## src/fan_opt_pkg.sv

```systemverilog
package fan_opt_pkg;

    // register byte offsets
    localparam logic [7:0] OFF_DRIVE1_OPTION  = 8'h94;
    localparam logic [7:0] OFF_DRIVE2_OPTION  = 8'h95;
    localparam logic [7:0] OFF_DRIVE3_OPTION  = 8'h96;
    localparam logic [7:0] OFF_VENDOR_TEST_A  = 8'h97;
    localparam logic [7:0] OFF_VENDOR_TEST_B  = 8'h98;
    localparam logic [7:0] OFF_VENDOR_TEST_C  = 8'hA3;
    localparam logic [7:0] OFF_VENDOR_TEST_D  = 8'hA4;
    localparam logic [7:0] OFF_SHADOW_STAT_1  = 8'hA5;
    localparam logic [7:0] OFF_SHADOW_STAT_2  = 8'hA6;
    localparam logic [7:0] OFF_SHADOW_STAT_3  = 8'hA7;
    localparam logic [7:0] OFF_TACH_MODE      = 8'hAB;
    localparam logic [7:0] OFF_VENDOR_TEST_E  = 8'hAD;
    localparam logic [7:0] OFF_TOP_TEMP_Z1    = 8'hAE;
    localparam logic [7:0] OFF_TOP_TEMP_Z3    = 8'hAF;
    localparam logic [7:0] OFF_TOP_TEMP_Z2    = 8'hB3;
    localparam logic [7:0] OFF_LOW_STEP       = 8'hB4;

    // reset values
    localparam logic [7:0] RST_DRIVE_OPTION   = 8'h0C;
    localparam logic [7:0] RST_VENDOR_TEST_A  = 8'h5A;
    localparam logic [7:0] RST_VENDOR_TEST_B  = 8'hF1;
    localparam logic [7:0] RST_VENDOR_TEST_C  = 8'h00;
    localparam logic [7:0] RST_VENDOR_TEST_D  = 8'h02;
    localparam logic [7:0] RST_SHADOW_STAT    = 8'h00;
    localparam logic [7:0] RST_TACH_MODE      = 8'h00;
    localparam logic [7:0] RST_VENDOR_TEST_E  = 8'h00;
    localparam logic [7:0] RST_TOP_TEMP       = 8'h2D;
    localparam logic [7:0] RST_LOW_STEP       = 8'h00;

    // writable-bit masks
    localparam logic [7:0] MASK_DRIVE_OPTION  = 8'h3F;
    localparam logic [7:0] MASK_TACH_MODE     = 8'hFC;
    localparam logic [7:0] MASK_LOW_STEP      = 8'hF0;
    localparam logic [7:0] MASK_SHADOW_1      = 8'h70;
    localparam logic [7:0] MASK_SHADOW_3      = 8'h03;
    localparam logic [7:0] MASK_SHADOW_2      = 8'hDD;

    // drive-option, tach-mode and low-step field positions
    localparam int REFRESH_LSB   = 0;
    localparam int SNAP_BIT      = 2;
    localparam int GUARD_LSB     = 3;
    localparam int OPP_BIT       = 5;
    localparam int SPD1_MODE_LSB = 6;
    localparam int SPD2_MODE_LSB = 4;
    localparam int SPD3_MODE_LSB = 2;
    localparam int STEP_Z1_LSB   = 6;
    localparam int STEP_Z3_LSB   = 4;

    // guard times in 90 kHz ticks
    localparam logic [5:0] GUARD_TICKS_00 = 6'd63;
    localparam logic [5:0] GUARD_TICKS_01 = 6'd32;
    localparam logic [5:0] GUARD_TICKS_10 = 6'd16;
    localparam logic [5:0] GUARD_TICKS_11 = 6'd8;

    // refresh periods in ms
    localparam int REFRESH_MS_00 = 1000;
    localparam int REFRESH_MS_01 = 500;
    localparam int REFRESH_MS_1X = 300;
    localparam int CLK_HZ        = 25_000_000;
    localparam int CYC_PER_MS    = CLK_HZ / 1000;

    // step subtracted from low limit, degrees C
    localparam logic [7:0] STEP_DEG_BASE = 8'd2;

    typedef enum logic [1:0]
    {
        SPD_NORMAL      = 2'b00,
        SPD_LOCKED_HIGH = 2'b01,
        SPD_LOCKED_LOW  = 2'b10,
        SPD_UNDEFINED   = 2'b11
    } speed_mode_e;

    typedef struct packed
    {
        logic [1:0] guard_sel;
        logic       snap_off_en;
        logic       opportunistic_sample_en;
        logic [1:0] refresh_sel;
        logic [5:0] guard_ticks;
        logic [4:0] pad;
    } drive_cfg_s;

    function automatic logic [5:0] guard_ticks_f(input logic [1:0] sel);
        unique case (sel)
            2'b00:   guard_ticks_f = GUARD_TICKS_00;
            2'b01:   guard_ticks_f = GUARD_TICKS_01;
            2'b10:   guard_ticks_f = GUARD_TICKS_10;
            default: guard_ticks_f = GUARD_TICKS_11;
        endcase
    endfunction : guard_ticks_f

    function automatic logic [7:0] step_deg_f(input logic [1:0] code);
        step_deg_f = STEP_DEG_BASE + {5'd0, code, 1'b0};
    endfunction : step_deg_f

endpackage : fan_opt_pkg

```

## src/fan_tach_thermal_option_regs.sv

```systemverilog
`timescale 1ns/100ps
// Operation
// while locked, option, top-temp and step registers ignore writes
// enhanced mode refresh code: 00 1 s, 01 twice per second, 1x 300 ms
// snap bit clear ramps off; set goes off at once on duty 00h
// enhanced mode guard time 63, 32, 16, 8 ticks of 90 kHz
// opportunistic off: refresh once per period; on: on each valid reading
// opportunistic valid reading restarts the refresh period counter
// shadow status 1 bits 6:4 clear on write-one only when event inactive
// shadow status 1 bit 7 is read-only; writing one does nothing
// shadow status registers return to zero on supply-good rising
// shadow status 2 and 3 bits clear on write-one only when event inactive
// shadow status never raises an interrupt
// speed input mode fields at 7:6, 5:4, 3:2: normal, locked high, low
// tach mode bits 1:0 ignore writes and read zero
// top-temperature registers default 2Dh, reload on supply-good rising
// top temperature compared only when zone adjustment enabled
// reaching top temperature subtracts 2, 4, 6 or 8 degrees from low limit
// zone 1 remote 1, zone 2 ambient, zone 3 remote 2; step fields 7:6, 5:4
// software should not write the vendor test registers
// read-only test register at ADh ignores writes and reads zero
// per-channel enhanced bit enables guard and refresh fields
// a set status bit stays until cleared by software or its enable
// lock input, once seen, blocks lockable writes until reset
module fan_tach_thermal_option_regs
    import fan_opt_pkg::*;
(
    input  wire logic        clk_sys,
    input  wire logic        rst_n,
    input  wire logic [7:0]  avs_address,
    input  wire logic        avs_read,
    input  wire logic        avs_write,
    input  wire logic [31:0] avs_writedata,
    input  wire logic [3:0]  avs_byteenable,
    output logic      [31:0] avs_readdata,
    output logic             avs_waitrequest,
    input  wire logic        lock_in,
    input  wire logic        supply_good,
    input  wire logic [23:0] event_set,
    input  wire logic [23:0] event_active,
    input  wire logic [23:0] event_enable,
    input  wire logic [2:0]  enhanced_mode,
    input  wire logic [2:0]  valid_reading,
    input  wire logic [2:0]  drive_duty_zero,
    input  wire logic [2:0]  auto_low_limit_adjust,
    input  wire logic [7:0]  temp_zone1,
    input  wire logic [7:0]  temp_zone2,
    input  wire logic [7:0]  temp_zone3,
    output logic      [2:0]  tach_refresh_pulse,
    output logic      [5:0]  guard_ticks_ch1,
    output logic      [5:0]  guard_ticks_ch2,
    output logic      [5:0]  guard_ticks_ch3,
    output logic      [2:0]  snap_off_now,
    output logic      [5:0]  speed_in_mode,
    output logic      [2:0]  low_limit_dec_pulse,
    output logic      [7:0]  low_limit_dec_z1,
    output logic      [7:0]  low_limit_dec_z2,
    output logic      [7:0]  low_limit_dec_z3
);

    logic [7:0]  drive_opt_q [3];
    logic [7:0]  vtest_a_q;
    logic [7:0]  vtest_b_q;
    logic [7:0]  vtest_c_q;
    logic [7:0]  shadow1_q;
    logic [7:0]  shadow2_q;
    logic [7:0]  shadow3_q;
    logic [7:0]  tach_mode_q;
    logic [7:0]  top_z1_q;
    logic [7:0]  top_z2_q;
    logic [7:0]  top_z3_q;
    logic [7:0]  low_step_q;
    logic        lock_meta_q;
    logic        lock_sync_q;
    logic        locked_q;
    logic        pg_meta_q;
    logic        pg_sync_q;
    logic        pg_last_q;
    logic        ack_q;
    logic [31:0] rdata_q;
    logic [2:0]  above_q;
    logic [24:0] per_cnt_q [3];
    logic [2:0]  refresh_q;
    logic [2:0]  dec_q;
    logic [7:0]  dec_z1_q;
    logic [7:0]  dec_z2_q;
    logic [7:0]  dec_z3_q;

    logic        wr_take;
    logic        pg_rise;
    logic [7:0]  wdata;
    logic [2:0]  above_now;
    logic [7:0]  rd_mux;

    // single-cycle ack: waitrequest low the cycle after a request is seen
    assign wr_take = avs_write && ack_q;
    assign wdata   = avs_byteenable[0] ? avs_writedata[7:0] : 8'h00;
    assign pg_rise = pg_sync_q && !pg_last_q;

    // write-one clear, held off while the event is still active
    function automatic logic [7:0] clr_f(input logic [7:0] off, input logic [7:0] mask,
                                         input logic [7:0] active);
        clr_f = (wr_take && avs_address == off) ? (wdata & mask & ~active) : 8'h00;
    endfunction : clr_f

    always_ff @(posedge clk_sys or negedge rst_n)
    begin
        if (!rst_n)
        begin
            ack_q           <= 1'b0;
            avs_waitrequest <= 1'b1;
        end
        else
        begin
            ack_q           <= (avs_read || avs_write) && !ack_q;
            avs_waitrequest <= !((avs_read || avs_write) && !ack_q);
        end
    end

    // synchronisers for lock and supply-good pins
    always_ff @(posedge clk_sys or negedge rst_n)
    begin
        if (!rst_n)
        begin
            lock_meta_q <= 1'b0;
            lock_sync_q <= 1'b0;
            locked_q    <= 1'b0;
            pg_meta_q   <= 1'b0;
            pg_sync_q   <= 1'b0;
            pg_last_q   <= 1'b0;
        end
        else
        begin
            lock_meta_q <= lock_in;
            lock_sync_q <= lock_meta_q;
            locked_q    <= locked_q || lock_sync_q;
            pg_meta_q   <= supply_good;
            pg_sync_q   <= pg_meta_q;
            pg_last_q   <= pg_sync_q;
        end
    end

    // lockable configuration registers
    always_ff @(posedge clk_sys or negedge rst_n)
    begin
        if (!rst_n)
        begin
            for (int i = 0; i < 3; i++)
                drive_opt_q[i] <= RST_DRIVE_OPTION;
            vtest_a_q  <= RST_VENDOR_TEST_A;
            vtest_b_q  <= RST_VENDOR_TEST_B;
            low_step_q <= RST_LOW_STEP;
        end
        else if (wr_take && !locked_q)
        begin
            unique case (avs_address)
                OFF_DRIVE1_OPTION: drive_opt_q[0] <= wdata & MASK_DRIVE_OPTION;
                OFF_DRIVE2_OPTION: drive_opt_q[1] <= wdata & MASK_DRIVE_OPTION;
                OFF_DRIVE3_OPTION: drive_opt_q[2] <= wdata & MASK_DRIVE_OPTION;
                OFF_VENDOR_TEST_A: vtest_a_q      <= wdata;
                OFF_VENDOR_TEST_B: vtest_b_q      <= wdata;
                OFF_LOW_STEP:      low_step_q     <= wdata & MASK_LOW_STEP;
                default: ;
            endcase
        end
    end

    // top temperatures: lockable, reloaded on supply-good rising
    always_ff @(posedge clk_sys or negedge rst_n)
    begin
        if (!rst_n)
        begin
            top_z1_q <= RST_TOP_TEMP;
            top_z2_q <= RST_TOP_TEMP;
            top_z3_q <= RST_TOP_TEMP;
        end
        else if (pg_rise)
        begin
            top_z1_q <= RST_TOP_TEMP;
            top_z2_q <= RST_TOP_TEMP;
            top_z3_q <= RST_TOP_TEMP;
        end
        else if (wr_take && !locked_q)
        begin
            if (avs_address == OFF_TOP_TEMP_Z1)
                top_z1_q <= wdata;
            if (avs_address == OFF_TOP_TEMP_Z2)
                top_z2_q <= wdata;
            if (avs_address == OFF_TOP_TEMP_Z3)
                top_z3_q <= wdata;
        end
    end

    // not lockable per the map
    always_ff @(posedge clk_sys or negedge rst_n)
    begin
        if (!rst_n)
        begin
            vtest_c_q   <= RST_VENDOR_TEST_C;
            tach_mode_q <= RST_TACH_MODE;
        end
        else if (wr_take)
        begin
            if (avs_address == OFF_VENDOR_TEST_C)
                vtest_c_q <= wdata;
            if (avs_address == OFF_TACH_MODE)
                tach_mode_q <= wdata & MASK_TACH_MODE;
        end
    end

    // shadow status: set beats clear; clear only while event inactive
    always_ff @(posedge clk_sys or negedge rst_n)
    begin
        if (!rst_n)
        begin
            shadow1_q <= RST_SHADOW_STAT;
            shadow2_q <= RST_SHADOW_STAT;
            shadow3_q <= RST_SHADOW_STAT;
        end
        else if (pg_rise)
        begin
            shadow1_q <= RST_SHADOW_STAT;
            shadow2_q <= RST_SHADOW_STAT;
            shadow3_q <= RST_SHADOW_STAT;
        end
        else
        begin
            shadow1_q <= (shadow1_q & event_enable[7:0]
                & ~clr_f(OFF_SHADOW_STAT_1, MASK_SHADOW_1, event_active[7:0]))
                | (event_set[7:0] & event_enable[7:0]);
            shadow2_q <= (shadow2_q & event_enable[15:8]
                & ~clr_f(OFF_SHADOW_STAT_2, MASK_SHADOW_2, event_active[15:8]))
                | (event_set[15:8] & event_enable[15:8] & MASK_SHADOW_2);
            shadow3_q <= (shadow3_q & event_enable[23:16]
                & ~clr_f(OFF_SHADOW_STAT_3, MASK_SHADOW_3, event_active[23:16]))
                | (event_set[23:16] & event_enable[23:16] & MASK_SHADOW_3);
        end
    end

    // read mux; unmapped offsets read zero
    always_comb
    begin
        unique case (avs_address)
            OFF_DRIVE1_OPTION: rd_mux = drive_opt_q[0];
            OFF_DRIVE2_OPTION: rd_mux = drive_opt_q[1];
            OFF_DRIVE3_OPTION: rd_mux = drive_opt_q[2];
            OFF_VENDOR_TEST_A: rd_mux = vtest_a_q;
            OFF_VENDOR_TEST_B: rd_mux = vtest_b_q;
            OFF_VENDOR_TEST_C: rd_mux = vtest_c_q;
            OFF_VENDOR_TEST_D: rd_mux = RST_VENDOR_TEST_D;
            OFF_SHADOW_STAT_1: rd_mux = shadow1_q;
            OFF_SHADOW_STAT_2: rd_mux = shadow2_q;
            OFF_SHADOW_STAT_3: rd_mux = shadow3_q;
            OFF_TACH_MODE:     rd_mux = tach_mode_q;
            OFF_VENDOR_TEST_E: rd_mux = RST_VENDOR_TEST_E;
            OFF_TOP_TEMP_Z1:   rd_mux = top_z1_q;
            OFF_TOP_TEMP_Z3:   rd_mux = top_z3_q;
            OFF_TOP_TEMP_Z2:   rd_mux = top_z2_q;
            OFF_LOW_STEP:      rd_mux = low_step_q;
            default:           rd_mux = 8'h00;
        endcase
    end

    always_ff @(posedge clk_sys or negedge rst_n)
    begin
        if (!rst_n)
            rdata_q <= 32'h0000_0000;
        else if (avs_read && !ack_q)
            rdata_q <= {24'h00_0000, rd_mux};
    end
    assign avs_readdata = rdata_q;

    // refresh-period counters per channel
    always_ff @(posedge clk_sys or negedge rst_n)
    begin
        if (!rst_n)
        begin
            for (int i = 0; i < 3; i++)
                per_cnt_q[i] <= 25'h0;
            refresh_q <= 3'b000;
        end
        else
        begin
            for (int i = 0; i < 3; i++)
            begin
                automatic logic [1:0]  sel = drive_opt_q[i][REFRESH_LSB +: 2];
                // 1 s at 25 MHz needs all 25 bits
                automatic logic [24:0] lim = 25'(CYC_PER_MS * REFRESH_MS_1X - 1);
                if (sel == 2'b00)
                    lim = 25'(CYC_PER_MS * REFRESH_MS_00 - 1);
                else if (sel == 2'b01)
                    lim = 25'(CYC_PER_MS * REFRESH_MS_01 - 1);
                refresh_q[i] <= 1'b0;
                if (!enhanced_mode[i])
                    per_cnt_q[i] <= 25'h0;
                else if (drive_opt_q[i][OPP_BIT] && valid_reading[i])
                begin
                    per_cnt_q[i] <= 25'h0;
                    refresh_q[i] <= 1'b1;
                end
                else if (per_cnt_q[i] >= lim)
                begin
                    per_cnt_q[i] <= 25'h0;
                    refresh_q[i] <= 1'b1;
                end
                else
                    per_cnt_q[i] <= per_cnt_q[i] + 25'h1;
            end
        end
    end

    // static drive controls
    always_ff @(posedge clk_sys or negedge rst_n)
    begin
        if (!rst_n)
        begin
            guard_ticks_ch1 <= 6'd0;
            guard_ticks_ch2 <= 6'd0;
            guard_ticks_ch3 <= 6'd0;
            snap_off_now    <= 3'b000;
            speed_in_mode   <= 6'd0;
        end
        else
        begin
            guard_ticks_ch1 <= enhanced_mode[0]
                ? guard_ticks_f(drive_opt_q[0][GUARD_LSB +: 2]) : 6'd0;
            guard_ticks_ch2 <= enhanced_mode[1]
                ? guard_ticks_f(drive_opt_q[1][GUARD_LSB +: 2]) : 6'd0;
            guard_ticks_ch3 <= enhanced_mode[2]
                ? guard_ticks_f(drive_opt_q[2][GUARD_LSB +: 2]) : 6'd0;
            for (int i = 0; i < 3; i++)
                snap_off_now[i] <= drive_opt_q[i][SNAP_BIT] && drive_duty_zero[i];
            speed_in_mode <= {tach_mode_q[SPD1_MODE_LSB +: 2],
                              tach_mode_q[SPD2_MODE_LSB +: 2],
                              tach_mode_q[SPD3_MODE_LSB +: 2]};
        end
    end

    // top-temperature compare, one decrement per crossing
    assign above_now = {temp_zone3 >= top_z3_q,
                        temp_zone2 >= top_z2_q,
                        temp_zone1 >= top_z1_q} & auto_low_limit_adjust;

    always_ff @(posedge clk_sys or negedge rst_n)
    begin
        if (!rst_n)
        begin
            above_q  <= 3'b000;
            dec_q    <= 3'b000;
            dec_z1_q <= 8'h00;
            dec_z2_q <= 8'h00;
            dec_z3_q <= 8'h00;
        end
        else
        begin
            above_q  <= above_now;
            dec_q    <= above_now & ~above_q;
            dec_z1_q <= step_deg_f(low_step_q[STEP_Z1_LSB +: 2]);
            // zone 2 has no step field; its step is fixed at STEP_DEG_BASE
            dec_z2_q <= STEP_DEG_BASE;
            dec_z3_q <= step_deg_f(low_step_q[STEP_Z3_LSB +: 2]);
        end
    end

    // no interrupt output: shadow copies are visible by read only
    assign tach_refresh_pulse  = refresh_q;
    assign low_limit_dec_pulse = dec_q;
    assign low_limit_dec_z1    = dec_z1_q;
    assign low_limit_dec_z2    = dec_z2_q;
    assign low_limit_dec_z3    = dec_z3_q;

endmodule : fan_tach_thermal_option_regs

```

## config.mk

```make
export PLATFORM = sky130hd
export DESIGN_NAME = fan_tach_thermal_option_regs
export DESIGN_NICKNAME = d
export VERILOG_FILES = /design/src/fan_opt_pkg.sv /design/src/fan_tach_thermal_option_regs.sv
export SDC_FILE = /design/constraint.sdc
export NUM_CORES = 1
export LEC_CHECK = 0
export BUFFER_PORTS_ARGS = -buffer_cell sky130_fd_sc_hd__buf_4
export CELL_PAD_IN_SITES_DETAIL_PLACEMENT = 1
export CELL_PAD_IN_SITES_GLOBAL_PLACEMENT = 2
export CORE_UTILIZATION = 31
export DETAILED_ROUTE_END_ITERATION = 6
export PLACE_DENSITY_LB_ADDON = 0.1
export SYNTH_ARGS = -nofsm -noshare
export SYNTH_HDL_FRONTEND = slang
export SYNTH_SLANG_ARGS = --single-unit
```

## constraint.sdc

```tcl
create_clock -name clk_sys -period 2.2 [get_ports clk_sys]
set_input_delay 0.33 -clock clk_sys [delete_from_list [all_inputs] [get_ports clk_sys]]
set_output_delay 0.33 -clock clk_sys [all_outputs]
set_load 0.005 [all_outputs]
```

==> results.cfg <==
[detailed_routing]
wl_per_cell_um = 18.7
vias = 10368
drt-total-wl_um = 39900
ant_nets = 0
drc = 0
first_pass_iters = 4
viasPerCell = 4.85
drtIter0Drc = 404

[floorplanning]
ios = 248
core_mm2 = 0.0397
start_util_pct = 31.4
fp.dieW_um = 203
dieHeight_um = 203
row_count = 73
die-area_mm2 = 0.0410

[grt]
grt_util_all_layers_pct = 19.2
grt-ovfl-total = 0
grt_pass1_vias = 10807
antenna_found_initial = 0
grt_pass1_wl_um = 61600
grt_start_max_net_pins = 68

[placement]
io_buffers = 158
gp_congestion = 0.810
dp_slack_ns = -0.186
hpwl_um = 29200

[cts]
numCtsBuffers = 28
clockBufferDepth = 3
cts_tree = yes
clk_latency_ns = 0.57
cts_max_level = 1
clkTransAtPathRegs_ns = 0.06
cts.sinks = 228
root_buffer = clkbuf_16

[setup_path]
worstSetupStartpointType = register
end_kind = register
r2r_start = drive_opt_q[0]
r2r_slack_ns = -0.06
cp-startpoint = drive_opt_q[0]
critPathMaxFanout = 7
r2r_cells = 9
endpoint = per_cnt_q[0]
r2r_end = per_cnt_q[0]
critPathKind = reg -> reg
cp.arrival_ns = 2.67
cp.required_ns = 2.61

[worst_hold_path]
hold_class = in -> reg

[pwr]
leakage_nw = 7.90
power_density_mw_per_mm2 = 616
irDropWorstVdd_v = 0.000512

[sta]
finalWorstSetupSlack_ns = -0.0588
final-max-slew-violation-count = 0
max_freq_mhz = 443
slew_headroom_pct = 31.6
hold_viol_final = 0
rsz0062_at_grt = true
tightestPinTransition_ns = 1.02
setup_viol_count_final = 43
hold-worst-slack_ns = 0.0231
clock_skew_ns = 0.0174
fin_crit_sh_pct = 103
fin_crit_ns = 2.26

[synthesis]
async_flop_share_pct = 100
synth_enable_flop_cells = 0
synth_seq_cells = 228
synth_cells = 1278
seq_area_frac_synth_pct = 46.0
syn_area_mm2 = 0.0125
avgSynthCellArea_um2 = 9.76
ys.warnings.count = 0
ys_types = 71
ys.flop_type = dfrtp_1

[layout]
drive_above_1_share_pct = 32.7
area_growth_pct = 39.9
nNetsFinal = 1829
antenna_cells = 0

[status]
violations = negative setup slack
status = complete, but fails checks

[job]
maxCapViolCount = 0
## state kept, by name (all words and copies together) (netlist names), 4 cells and up
signal / flops
shadow2_q: 8
guard_ticks_ch3: 4
guard_ticks_ch1: 4
speed_in_mode: 6
vtest_b_q: 8
guard_ticks_ch2: 4
shadow1_q: 8
vtest_c_q: 8
per_cnt_q: 75
low_step_q: 4
vtest_a_q: 8
tach_mode_q: 6
top_z3_q: 8
avs_readdata: 8
shadow3_q: 8
top_z1_q: 8
top_z2_q: 8
drive_opt_q: 18
## layout make-up
cell class              count  area [µm²]
flip-flops and latches    228        5740
multi-input cells         945        6900
clock buffers              34         773
well taps                 525         657
inverters                  52         195
clock inverters            18         345
fillers                  4431       22300
repair buffers            335        2830
## Yosys cell counts (19+ instances only)
library cell | count | area (µm²)
a21o_1 | 19 | 143
nor2_1 | 129 | 484
buf_4 | 53 | 398
nand2_1 | 135 | 507
dfrtp_1 | 200 | 5000
a21oi_1 | 52 | 260
inv_1 | 52 | 195
nand3_1 | 51 | 255
o21ai_0 | 72 | 360
ha_1 | 81 | 1010
and3_1 | 23 | 144
nor3_1 | 29 | 145
dfstp_2 | 28 | 736
xnor2_1 | 32 | 280
xor2_1 | 39 | 342
## stage by stage
| step | power (mW) | setup TNS [ns] | instance area [µm²] | utilization [%] | cells |
|---|---|---|---|---|---|
| floorplan | 4.73 | 0 | 12600 | - | 1318 |
| global placement | 5.19 | -5.52 | 14800 | 37.3 | 2017 |
| finish | 10.8 | -1.33 | 17400 | 43.9 | 2137 |
| global route | 11.1 | -8.55 | 17400 | 43.9 | 2137 |
| detailed placement | 5.20 | -8.06 | 14800 | 37.3 | 2017 |
| CTS | 10.9 | -0.988 | 16600 | 41.7 | 2121 |
## power breakdown
part	leakage [nW]	internal [mW]	switching, mW
Clock	0.537	3.56	1.96
Combinational	4.40	0.426	0.477
Sequential	2.97	4.27	0.0518
## how the worst min path moves through the flow
stage,startpoint,depth (start not counted),slack (ns),endpoint
after floorplan,rst_n,0,0.03,above_q[0]
after global placement,rst_n,1,0.34,per_cnt_q[62]
after detailed placement,rst_n,1,0.34,per_cnt_q[62]
after CTS,event_set[5],2,0.0003,shadow1_q[5]
after global routing,event_set[5],2,0.02,shadow1_q[5]
final,event_set[5],2,0.02,shadow1_q[5]
## cells by family after synthesis
group | share of synthesized area [%]
mux | 2.70
other cells | 0.0602
xor+xnor | 4.99
fa+ha+maj | 8.13
compound gates | 11.6
simple gates | 20.1
buf+inv | 6.32
flops | 46.0
## metal layers
metal	up-vias	part of all wire (%)	GRT usage (%)	wire (µm)
met3	57	4.0	2.97	1590
met1	5137	45	25.8	18000
li1	4991	-	-	-
met4	0	2.5	4.89	1010
met2	183	48	32.0	19300
met5	-	0	0	0
## worst max-delay path, cell delays in order, from the launching register on
cell and delay [ns]:
dfrtp_1 0.41, or2_4 0.31, ha_4 0.29, nand3_4 0.08, nor2_4 0.12, o211ai_1 0.14
buf_4 0.18, o21ai_4 0.28, clkbuf_16 0.25, nor4_2 0.04
## layout by cell type, fill, tap and decap left out, types with 16 or more instances in the layout
cell / count
a21o_1: 19
a21oi_1: 48
and2_1: 16
and3_1: 22
buf_4: 267
clkbuf_16: 30
conb_1: 42
dfrtp_1: 200
dfstp_2: 28
dlygate4sd3_1: 47
ha_1: 64
ha_4: 16
inv_1: 46
nand2_1: 132
nand3_1: 45
nor2_1: 96
nor2_2: 22
o21ai_0: 68
xnor2_1: 32
xor2_1: 39
## what timing repair did
action,in CTS,in global routing
hold endpoints to repair,76,0
gates resized for setup,26,139
pin swaps,8,81
gates cloned,0,4
setup endpoints to repair,77,85
hold buffers,47,0
setup buffers,5,14
(Power assumes the default switching activity.)
